<file path="config.mk">
export PLATFORM = sky130hd
export DESIGN_NAME = isc_ctrl
export DESIGN_NICKNAME = d
export VERILOG_FILES = /design/src/hdl/isc_pkg.sv /design/src/hdl/isc_key_check.sv /design/src/hdl/isc_ctrl.sv
export VERILOG_INCLUDE_DIRS = /design/src /design/src/hdl
export SDC_FILE = /design/constraint.sdc
export NUM_CORES = 1
export LEC_CHECK = 0
export ABC_CLOCK_PERIOD_IN_PS = 2640
export BUFFER_PORTS_ARGS = -buffer_cell sky130_fd_sc_hd__buf_2
export CORE_UTILIZATION = 50
export CTS_BUF_LIST = sky130_fd_sc_hd__clkbuf_16
export DETAILED_ROUTE_END_ITERATION = 7
export HOLD_SLACK_MARGIN = 0.02
export PLACE_DENSITY = 0.76
export RECOVER_POWER = 100
export SYNTH_ARGS = -nofsm -noshare
export SYNTH_HDL_FRONTEND = slang
export SYNTH_SLANG_ARGS = --single-unit
</file>
<file path="constraint.sdc">
create_clock -name clk -period 2.64 [get_ports clk]
set_input_delay 0.396 -clock clk [delete_from_list [all_inputs] [get_ports clk]]
set_output_delay 0.396 -clock clk [all_outputs]
set_load 0.01 [all_outputs]
</file>
<file path="src/hdl/isc_consts.svh">
// constants for the inline storage crypto control block
`ifndef ISC_CONSTS_SVH
`define ISC_CONSTS_SVH
// register offsets (byte addresses)
`define ISC_REG_STATUS   8'h00
`define ISC_REG_IRQ_STAT 8'h04
`define ISC_REG_IRQ_MASK 8'h08
`define ISC_REG_DKEY0    8'h10
// dkey words 0..15 at 8'h10..8'h4C (two 256-bit halves)
`define ISC_DKEY_WORDS   16
// flag codes in the mode/algorithm word
`define ISC_FLAG_NONE    2'h0
`define ISC_FLAG_CBC     2'h1
`define ISC_FLAG_XTS     2'h2
// mode_algorithm_word field positions
`define ISC_DISK_LSB     0
`define ISC_FILE_LSB     2
`define ISC_KLEN_BIT     4
// status register bits
`define ISC_ST_PASS      0
`define ISC_ST_FAIL      1
`define ISC_ST_BUSY      2
// irq bits
`define ISC_IRQ_DONE     0
`define ISC_IRQ_REJ      1
`define ISC_IRQ_STERR    2
`define ISC_IRQ_W        3
// self-test duration
`define ISC_SELFTEST_NS  100
`define ISC_CLK_NS       5
`define ISC_SELFTEST_CYC ((`ISC_SELFTEST_NS + `ISC_CLK_NS - 1) / `ISC_CLK_NS)
`endif

</file>
<file path="src/hdl/isc_pkg.sv">
// types of the inline storage crypto control block
package isc_pkg;
   typedef enum logic [2:0]
   {
      ISC_SELFTEST = 3'h0,
      ISC_IDLE     = 3'h1,
      ISC_CHECK    = 3'h3,
      ISC_RUN      = 3'h2,
      ISC_ERROR    = 3'h6
   } isc_state_type;
endpackage

</file>
<file path="src/hdl/isc_key_check.sv">
// key-halves comparator for xts requests
`timescale 1ns/10ps
`default_nettype none
module isc_key_check
(
   input  wire logic         clk,
   input  wire logic         nrst,
   input  wire logic [255:0] keyA,
   input  wire logic [255:0] keyB,
   input  wire logic         keyLong,
   output logic              keysEqual
);
   typedef struct packed
   {
      logic eq;
   } isc_kc_type;
   isc_kc_type s_q;
   isc_kc_type s_d;

   // short keys compare only the low 128 bits of each half
   always_comb
   begin
      s_d = s_q;
      if (keyLong)
         s_d.eq = (keyA == keyB);
      else
         s_d.eq = (keyA[127:0] == keyB[127:0]);
   end

   always_ff @(posedge clk or negedge nrst)
   begin
      if (!nrst)
         s_q <= '0;
      else
         s_q <= s_d;
   end

   assign keysEqual = s_q.eq;
endmodule // isc_key_check
`default_nettype wire

</file>
<file path="src/hdl/isc_ctrl.sv">
// control and gating of the inline storage crypto engine
//
// Overview of operation
// - self-test starts by itself after reset, no software action
// - passing self-test enters approved state automatically; no other mode
// - failed self-test sets global error flag and enters error state
// - error state refuses every encrypt and decrypt request
// - status shows pass in approved state, fail in error state
// - cbc mode with 128 or 256 bit keys
// - xts mode with 128 or 256 bit keys
// - xts key halves compared before use: disk halves when disk layer is xts, else file halves
// - no bypass: selected data never leaves unprocessed
// - disk and file flags of the mode/algorithm word both decoded
// - nonzero flag means all plaintext entering is encrypted
// - both flags zero: no function, no plaintext enters the block
// - disk layer xts only; file layer cbc or xts; both allowed
// - every request from descriptor input returns success or fail
`timescale 1ns/10ps
`default_nettype none
`include "isc_consts.svh"
module isc_ctrl
   import isc_pkg::*;
(
   input  wire logic         clk,
   input  wire logic         nrst,
   // register port
   input  wire logic [7:0]   regAddr,
   input  wire logic [31:0]  regWdata,
   input  wire logic         regWr,
   input  wire logic         regRd,
   output logic [31:0]       regRdata,
   output logic              irq,
   // self-test engine
   output logic              selfTestStart,
   input  wire logic         selfTestDone,
   input  wire logic         selfTestPass,
   // descriptor request
   input  wire logic         reqValid,
   output logic              reqReady,
   input  wire logic [4:0]   modeAlgorithmWord,
   input  wire logic [255:0] fileKey,
   input  wire logic [255:0] fileTweakKey,
   // answer
   output logic              respValid,
   output logic              respOk,
   // cipher core steering
   output logic              coreRun,
   output logic [1:0]        coreDiskMode,
   output logic [1:0]        coreFileMode,
   output logic              coreKeyLong,
   input  wire logic         coreDone,
   // data path gate
   output logic              dataEnable
);
   ////////////////////////////////////////////////////////////////////////
   localparam int STW = 8;
   localparam logic [STW-1:0] ST_CYC = STW'(`ISC_SELFTEST_CYC);

   typedef struct packed
   {
      isc_state_type          st;
      logic [STW-1:0]         wait_;
      logic                   started;
      logic                   errFlag;
      logic [1:0]             disk;
      logic [1:0]             file;
      logic                   klen;
      logic                   respV;
      logic                   respOk;
      logic [`ISC_IRQ_W-1:0]  iStat;
      logic [`ISC_IRQ_W-1:0]  iMask;
      logic [31:0]            rdata;
      logic [`ISC_DKEY_WORDS*32-1:0] dkey;
   } isc_ctrl_type;

   isc_ctrl_type s_q;
   isc_ctrl_type s_d;
   logic         stDone1_q, stDone2_q, stPass1_q, stPass2_q;
   logic         keysEqual;
   logic [255:0] cmpA, cmpB;

   // index of a disk key word, or all ones when not a key address
   function automatic logic [4:0] keyIndex(input logic [7:0] a);
      logic [7:0] off;
      off = a - `ISC_REG_DKEY0;
      if (a >= `ISC_REG_DKEY0 && off[1:0] == 2'h0
          && off[7:2] < 6'(`ISC_DKEY_WORDS))
         keyIndex = {1'b0, off[5:2]};
      else
         keyIndex = 5'h1F;
   endfunction

   // a flag code is legal for the layer it belongs to
   function automatic logic flagLegal(input logic [1:0] f,
                                      input logic       isDisk);
      flagLegal = (f == `ISC_FLAG_NONE) || (f == `ISC_FLAG_XTS)
                  || (!isDisk && f == `ISC_FLAG_CBC);
   endfunction

   ////////////////////////////////////////////////////////////////////////
   // self-test result may come from another domain: two-stage sync
   always_ff @(posedge clk or negedge nrst)
   begin
      if (!nrst)
      begin
         stDone1_q <= 1'b0;
         stDone2_q <= 1'b0;
         stPass1_q <= 1'b0;
         stPass2_q <= 1'b0;
      end
      else
      begin
         stDone1_q <= selfTestDone;
         stDone2_q <= stDone1_q;
         stPass1_q <= selfTestPass;
         stPass2_q <= stPass1_q;
      end
   end

   ////////////////////////////////////////////////////////////////////////
   // xts key halves: disk layer uses the disk key register, else file keys
   always_comb
   begin
      if (s_q.disk == `ISC_FLAG_XTS)
      begin
         cmpA = s_q.dkey[255:0];
         cmpB = s_q.dkey[511:256];
      end
      else
      begin
         cmpA = fileKey;
         cmpB = fileTweakKey;
      end
   end

   isc_key_check u_keyCheck
   (
      .clk       (clk),
      .nrst      (nrst),
      .keyA      (cmpA),
      .keyB      (cmpB),
      .keyLong   (s_q.klen),
      .keysEqual (keysEqual)
   );

   ////////////////////////////////////////////////////////////////////////
   logic [`ISC_IRQ_W-1:0] evt;
   logic [4:0]            ki;
   logic                  xtsAny;
   logic                  equalBad;

   always_comb
   begin
      s_d      = s_q;
      evt      = '0;
      ki       = keyIndex(regAddr);
      s_d.respV = 1'b0;
      xtsAny   = (s_q.disk == `ISC_FLAG_XTS) || (s_q.file == `ISC_FLAG_XTS);
      // the key comparator only matters when either layer is xts
      equalBad = keysEqual && xtsAny;
      unique case (s_q.st)
         ISC_SELFTEST:
         begin
            s_d.started = 1'b1;
            if (s_q.wait_ != '0)
               s_d.wait_ = s_q.wait_ - 1'b1;
            else if (stDone2_q)
            begin
               if (stPass2_q)
                  s_d.st = ISC_IDLE;
               else
               begin
                  s_d.st      = ISC_ERROR;
                  s_d.errFlag = 1'b1;
                  evt[`ISC_IRQ_STERR] = 1'b1;
               end
            end
         end
         ISC_IDLE:
         begin
            if (reqValid)
            begin
               s_d.disk = modeAlgorithmWord[`ISC_DISK_LSB +: 2];
               s_d.file = modeAlgorithmWord[`ISC_FILE_LSB +: 2];
               s_d.klen = modeAlgorithmWord[`ISC_KLEN_BIT];
               s_d.st   = ISC_CHECK;
            end
         end
         ISC_CHECK:
         begin
            // comparator result is one cycle behind the latched flags
            if (s_q.wait_ == '0)
               s_d.wait_ = STW'(1);
            else
            begin
               s_d.wait_ = '0;
               if (!flagLegal(s_q.disk, 1'b1)
                   || !flagLegal(s_q.file, 1'b0) || equalBad)
               begin
                  s_d.st     = ISC_IDLE;
                  s_d.respV  = 1'b1;
                  s_d.respOk = 1'b0;
                  evt[`ISC_IRQ_REJ] = 1'b1;
               end
               else if (s_q.disk == `ISC_FLAG_NONE
                        && s_q.file == `ISC_FLAG_NONE)
               begin
                  // nothing requested: no data is admitted
                  s_d.st     = ISC_IDLE;
                  s_d.respV  = 1'b1;
                  s_d.respOk = 1'b1;
                  evt[`ISC_IRQ_DONE] = 1'b1;
               end
               else
                  s_d.st = ISC_RUN;
            end
         end
         ISC_RUN:
         begin
            if (coreDone)
            begin
               s_d.st     = ISC_IDLE;
               s_d.respV  = 1'b1;
               s_d.respOk = 1'b1;
               evt[`ISC_IRQ_DONE] = 1'b1;
            end
         end
         ISC_ERROR:
         begin
            // left only by reset
            s_d.st = ISC_ERROR;
            if (reqValid)
            begin
               s_d.respV  = 1'b1;
               s_d.respOk = 1'b0;
               evt[`ISC_IRQ_REJ] = 1'b1;
            end
         end
         default:
            s_d.st = ISC_ERROR;
      endcase

      // register writes
      if (regWr)
      begin
         if (regAddr == `ISC_REG_IRQ_MASK)
            s_d.iMask = regWdata[`ISC_IRQ_W-1:0];
         if (ki != 5'h1F)
            s_d.dkey[ki[3:0]*32 +: 32] = regWdata;
      end
      // set wins over write-one-to-clear
      if (regWr && regAddr == `ISC_REG_IRQ_STAT)
         s_d.iStat = (s_q.iStat & ~regWdata[`ISC_IRQ_W-1:0]) | evt;
      else
         s_d.iStat = s_q.iStat | evt;

      // reads answer one cycle later; key words never read back
      s_d.rdata = 32'h0;
      if (regRd)
      begin
         unique case (regAddr)
            `ISC_REG_STATUS:
            begin
               s_d.rdata[`ISC_ST_PASS] = (s_q.st != ISC_SELFTEST)
                                         && !s_q.errFlag;
               s_d.rdata[`ISC_ST_FAIL] = s_q.errFlag;
               s_d.rdata[`ISC_ST_BUSY] = (s_q.st == ISC_CHECK)
                                         || (s_q.st == ISC_RUN);
            end
            `ISC_REG_IRQ_STAT: s_d.rdata[`ISC_IRQ_W-1:0] = s_q.iStat;
            `ISC_REG_IRQ_MASK: s_d.rdata[`ISC_IRQ_W-1:0] = s_q.iMask;
            default:           s_d.rdata = 32'h0;
         endcase
      end
   end

   always_ff @(posedge clk or negedge nrst)
   begin
      if (!nrst)
      begin
         s_q       <= '0;
         s_q.st    <= ISC_SELFTEST;
         s_q.wait_ <= ST_CYC;
      end
      else
         s_q <= s_d;
   end

   ////////////////////////////////////////////////////////////////////////
   assign regRdata      = s_q.rdata;
   assign irq           = |(s_q.iStat & s_q.iMask);
   assign selfTestStart = (s_q.st == ISC_SELFTEST) && !s_q.started;
   assign reqReady      = (s_q.st == ISC_IDLE) || (s_q.st == ISC_ERROR);
   assign respValid     = s_q.respV;
   assign respOk        = s_q.respOk;
   assign coreRun       = (s_q.st == ISC_RUN);
   assign coreDiskMode  = s_q.disk;
   assign coreFileMode  = s_q.file;
   assign coreKeyLong   = s_q.klen;
   // data admitted only into the core, never around it
   assign dataEnable    = (s_q.st == ISC_RUN);
endmodule // isc_ctrl
`default_nettype wire

</file>
[Word level (Yosys, flattened, before mapping)]
Cells that the tools add are included.
Cells by class
  add/sub/neg operators: 3
  $mul: 0
  div/mod/pow operators: 0
  $lt $le $gt $ge: 2
  equality and inequality tests: 20
  shift operators: 2
  muxes and demuxes: 38
  bitwise logic cells: 7
  reduce and logical (&&, ||, !) cells: 37
Operators by type and width (number)
  bitwise mux 512 bit: 1
  two-way mux 256 bit: 2
  variable shift 32 x 34 -> 512 bit, first input constant: 1
  variable part select 32 x 34 -> 512 bit: 1
  equality test 256 bit: 1
  equality test 128 bit: 1
  negator 9 -> 34 bit: 1
  two-way mux 3 bit: 9
  zero test 8 bit: 2
  case mux 8 bit (2 select lines): 1
  two-way mux 2 bit: 7
  != test 2 bit, second input constant: 6
  case mux 3 bit (4 select lines): 1
  two-way mux 1 bit: 11
  AND reduction 5 bit: 2
  case mux 3 bit (3 select lines): 1
  equality test 8 x 3 -> 1 bit, second input constant: 1
  equality test 8 x 4 -> 1 bit, second input constant: 1
  >= comparator 8 x 5 -> 1 bit, second input constant: 1
  logical OR 1 bit: 8
  two-way mux 8 bit: 1
  AND reduction 2 bit: 4
  nonzero test 8 bit: 1
  subtractor 8 x 1 -> 8 bit, second input constant: 1
  other kinds (25): 43
Storage, ports and cells
  register bits: 575
  latch bits: 0
  bits in writable memories: 0
  memory bits (read-only): 0
  input port bits: 565
  output and inout bits: 44
  logic and storage cells: 127
  memories: 0

[Logic depth before layout (Yosys ltp)]
  depth in word-level cells: 11
  gate-level depth with buffers: 20

[Modules after synthesis]
A second synthesis with hierarchy kept.
Second synthesis, totals
  cell total of the unflattened synthesis: 2992
  area, all modules: 30053.8 µm²
Modules (own cells, without submodules)
  isc_ctrl: instances 1, cells each 2637, area each 27163.6 µm², sequential area each 13640.6 µm²
  isc_key_check: instances 1, cells each 355, area each 2890.3 µm², sequential area each 25.0 µm²

[Least setup slack after synthesis]
No wires, ideal clock.
  kind: input to register
  start: input port regAddr[4]
  end: register s_q[10] in the netlist's numbering
  data arrival time: 3.558 ns
  data required time: 2.515 ns
  path slack: -1.043 ns
  stages: 16
  cells stage by stage: buf_2 inv_1 ha_1 nor2_1 a31oi_4 nor3_4 nand2b_1 buf_4 inv_6 ha_1 buf_1 nor4b_1 nand4_1 nor3_1 buf_2 mux2_2
Between the ends
  longest elaborated chain between the ends: 7
  elaborated cells on any way between the ends: 12
RTL lines
  start, declared: line isc_ctrl.sv:27  | input wire logic [7:0] regAddr,
  subtractor 8 x 5 -> 8 bit (no source line) / >= comparator 8 x 5 -> 1 bit (equally long branches)
  < comparator 6 x 5 -> 1 bit / logical AND 1 bit (equally long branches): line isc_ctrl.sv:87, isc_ctrl.sv:86
  logical AND 1 bit: line isc_ctrl.sv:86  | if (a >= `ISC_REG_DKEY0 && off[1:0] == 2'h0
  two-way mux 5 bit *: line isc_ctrl.sv:86
  negator 9 -> 34 bit: line isc_ctrl.sv:249  | s_d.dkey[ki[3:0]*32 +: 32] = regWdata;
  variable part select 32 x 34 -> 512 bit / variable shift 32 x 34 -> 512 bit (equally long branches): line isc_ctrl.sv:249
  bitwise mux 512 bit: line isc_ctrl.sv:249
  end, declared: line isc_ctrl.sv:76  | isc_ctrl_type s_q;
Mark *: on every way between the ends. The rest lies on a longest branch, timed or not.
A chain may end at the register's enable or synchronous reset.

[Worst setup path after layout]
  start: register s_q[228] in the netlist's numbering
  end: register u_keyCheck.s_q (netlist: u_keyCheck.keysEqual)
Between the ends
  longest elaborated chain between the ends: 3
RTL lines
  two-way mux 256 bit: line isc_ctrl.sv:124  | if (s_q.disk == `ISC_FLAG_XTS)
  equality test 256 bit: line isc_key_check.sv:25  | s_d.eq = (keyA == keyB);
  two-way mux 1 bit: line isc_key_check.sv:24  | if (keyLong)
  via u_keyCheck.s_d: line isc_key_check.sv:18  | isc_kc_type s_d;
  end signal, assigned: line isc_key_check.sv:33  | s_q <= '0;
  end signal, assigned: line isc_key_check.sv:35  | s_q <= s_d;
  end, declared: line isc_key_check.sv:17  | isc_kc_type s_q;
The timed path passes the listed nets, and every way through them passes these cells.

==> impl_metrics.csv <==
group,metric,value,unit
logic_synthesis,netlist-cell-type-count,67,
route,via_count,20900,
logic_synthesis,multiplexer_fraction_of_the_synthesized_cell_area,17.7,%
sta,final.min_clock_period,2.72,ns
logic_synthesis,synthSimpleGateAreaFrac,9.78,%
route,drt_first_iter_violations,1378,
logic_synthesis,synth-edff-count,0,
power,cell_internal_pwr,15.0,mW
worst_setup_path,critical_path.reg2reg.startpoint,"s_q[228]$_DFFE_PN0P_",
min_path,holdCritPathClass,"input port to flip-flop",
clock_network,root_buffer,"clkbuf_16",
power,power_switching_share,26.6,%
power,post-layout-total-power,20.5,mW
sta,maxClockFrequency,368,MHz
worst_setup_path,required_time_of_the_critical_path,3.15,ns
logic_synthesis,synth_sequential_area_ratio,49.5,%
worst_setup_path,crit_path_max_fanout,2,
clock_network,h_tree_levels,2,
logic_synthesis,synth-compound-area-share,2.51,%
sta,setup_viol,23,
global_route,grt_start_max_net_pins,91,
logic_synthesis,synthesis.area,27600,µm²
worst_setup_path,timing.critical_path.from_type,"flip-flop",
status,outcome,"complete, but fails checks",
power,comb_power_share,15.9,%
clock_network,clk-insertion-delay-late,0.62,ns
worst_setup_path,r2r_slack,-0.08,ns
clock_network,tritoncts.num_buffers,54,
global_route,antenna_found_initial,18,
layout,flow.area_growth_from_synthesis,26.4,%
global_route,globalRoute.totalOverflow,0,
job,max_cap_viols,0,
route,route.detailed.vias_per_inst,5.59,
logic_synthesis,synth_area_per_cell,12.1,µm²
sta,fin_crit_sh,103,%
min_path,min_path_cells,3,
sta,holdWs,0.0544,ns
power,worst_ir_drop_vdd,0.000475,V
sta,final_critical_path_setup_slack,-0.0768,ns
floorplanning,ioPinCount,609,
global_route,grt_pass1_wl,133000,µm
logic_synthesis,ys_ff_latch,546,
floorplanning,floorplan.die.height,237,µm
power,p_leak,17.8,nW
sta,drv_slew,0,
logic_synthesis,synth_top_cell_by_area,"dfrtp_1",
status,failed_checks,"negative setup slack",
min_path,min_to,"regRdata[1]$_DFF_PN0_",
floorplanning,rows,85,
floorplanning,die-area,56100,µm²
floorplanning,initial_utilization,51.0,%
sta,worst-slew-pin-transition,1.30,ns
min_path,hold_path.startpoint,"regRd",
floorplanning,coreArea,54100,µm²
logic_synthesis,yosys_warnings,0,
layout,post_route_cells_drive_above_1_share,42.0,%
placed_design,dp_hpwl,65500,µm
worst_setup_path,crit_arrival,3.22,ns
sta,worst_clk_skew,0.0167,ns
power,clkPwrFrac,40.1,%
logic_synthesis,synth_xor_xnor_area_share,16.4,%
route,dr.pass1.iters,6,
sta,rsz0062_at_grt,"yes",
sta,timing.final.hold_violations,0,
floorplanning,floorplan.die.width,237,µm
worst_setup_path,timing_worst_setup_path_type,"flip-flop to flip-flop",
power,power.share.sequential,44.0,%
power,switchingPower,5.46,mW
logic_synthesis,synth-adder-area-share,0.227,%
clock_network,clock_transition_at_the_register_clock_pins_on_the_worst_setup_and_hold_paths_after_cts,0.06,ns
worst_setup_path,r2r.worst_path.cells,7,
clock_network,cts_tree,"built",
placed_design,placement.io_buffers,579,
global_route,grt_pass1_vias,21800,
placed_design,gp_congestion,0.946,
logic_synthesis,synthesis.instances,2285,
route,post_drt_wl_per_cell,24.4,µm
route,remaining_drc_errors,0,
logic_synthesis,yosysTopAreaCellShare,49.3,%
clock_network,cts_sinks,546,
route,ant_nets,0,
worst_setup_path,timing.rr.end,"u_keyCheck.keysEqual$_DFF_PN0_",
sta,worst_slew_margin_rel,13.1,%
power,power_density,587,nW/µm²
logic_synthesis,yosys_most_used_dff,"dfrtp_1",
worst_setup_path,worstSetupEndpointType,"flip-flop",
route,routed_wirelength,91400,µm
logic_synthesis,dominant_cells_by_area_after_synthesis,"dfrtp_1 49%, mux2_2 16%, xor2_1 9.6%, xnor2_1 6.9%, nor4_1 2.0%",
layout,nets,3568,
logic_synthesis,async_flop_share,100,%
clock_network,cts.path.max_buffers,3,
logic_synthesis,largest_family_of_logic_cells_by_synthesized_area,"multiplexers",
global_route,grt_usage,31.7,%
[per-stage QoR]
stage / worst slack, ns / TNS [ns] / cell area [µm²] / instances / util, %
after floorplan: -0.611 / -193.89 / 28300 / 2313 / -
after global placement: -0.801 / -242.97 / 32700 / 3610 / 60.3
after detailed placement: -0.865 / -303.85 / 32700 / 3610 / 60.3
after CTS: 0.00791 / 0 / 34800 / 3717 / 64.2
after global routing: -0.113 / -15.17 / 34900 / 3741 / 64.4
final: -0.0768 / -0.400 / 34900 / 3745 / 64.4
[sequential cells by signal, indices dropped and copies added, names as in the netlist]
signal	flops
stDone2_q	1
u_keyCheck.keysEqual	1
respOk	1
s_q	531
respValid	1
regRdata	3
coreKeyLong	1
stPass1_q	1
coreFileMode	2
coreDiskMode	2
stPass2_q	1
stDone1_q	1
[routing by layer]
layer | track usage, % | part of all wire, % | vias up
li1 | - | - | 9238
met1 | 40.4 | 39 | 10600
met2 | 53.8 | 49 | 907
met3 | 4.81 | 7.0 | 216
met4 | 12.9 | 4.6 | 4
met5 | 0 | 0.027 | -
[layout by cell type (no fill, tap or decap), drive strengths merged, types with 22 or more instances in the layout]
cell type / instances
nor4: 90
mux2: 432
nand4: 66
dfrtp: 544
clkbuf: 98
conb: 29
nor2b: 35
and2: 34
inv: 37
nand3: 44
nor3: 24
o21ai: 90
xor2: 302
xnor2: 216
nor2: 35
clkinv: 22
buf: 726
nand2: 124
[worst max path at each step]
stage	to	from	cells after the start
floorplan	s_q[226]$_DFFE_PN0P_	regAddr[4]	17
global placement	s_q[5]$_DFFE_PN0P_	regAddr[5]	14
detailed placement	s_q[5]$_DFFE_PN0P_	regAddr[5]	14
CTS	s_q[260]$_DFFE_PN0P_	regAddr[5]	12
global route	u_keyCheck.keysEqual$_DFF_PN0_	s_q[183]$_DFFE_PN0P_	8
finish	u_keyCheck.keysEqual$_DFF_PN0_	s_q[228]$_DFFE_PN0P_	7
[kinds of logic after synthesis]
kind of cell,count (synthesis)
DFF,546
xor gates and xnor gates,518
and+or+nand+nor,483
muxes,433
buffers and inverters,176
AOI/OAI and AO/OA,123
adders and majority gates,5
other,1
[repair_timing]
action / CTS / global route
buffers inserted: 1 / 10
cloned: 1 / 8
gates resized for setup: 19 / 43
setup endpoints to repair: 217 / 167
pin swaps: 12 / 11
hold buffers: 8 / 0
endpoints found under the hold margin: 41 / 0
[cell usage after synthesis (25+ instances only)]
cell      count
nand3_1      43
nor4_1       89
dfrtp_1     544
buf_1        25
xor2_1      302
nand4_1      66
nor2b_1      34
and2_1       34
nand2_1     120
mux2_1       28
nor2_1       29
inv_1        27
buf_4        55
clkbuf_1     32
mux2_2      404
xnor2_1     216
o21ai_0      81
[power groups by stage]
| stage | Sequential, mW | Clock [mW] | Combinational (mW) |
|---|---|---|---|
| final | 9.01 | 8.22 | 3.26 |
| after global routing | 9.04 | 8.62 | 3.49 |
| after CTS | 9.00 | 8.30 | 3.30 |
| after detailed placement | 9.14 | 0 | 3.22 |
| after global placement | 9.12 | 0 | 3.13 |
| after floorplan | 9.09 | 0 | 1.59 |
[final cells by class]
| cell class | instances | area, µm² |
|---|---|---|
| Multi-Input combinational cell | 1591 | 13600 |
| Antenna cell | 10 | 25.0 |
| Inverter | 28 | 113 |
| Sequential cell | 546 | 13700 |
| Fill cell | 4088 | 19300 |
| Clock inverter | 42 | 498 |
| Tap cell | 696 | 871 |
| Clock buffer | 55 | 1380 |
| Timing Repair Buffer | 777 | 4710 |
[critical path, cell delays in order (launching register included)]
cell,delay [ns]
dfrtp_1,0.40
xor2_1,0.19
nor4_1,0.45
nand4_1,0.22
nor4_1,0.30
a21oi_1,0.15
or4_4,0.60
a2111oi_4,0.30
Note: power is estimated with default switching activity, not from simulation.
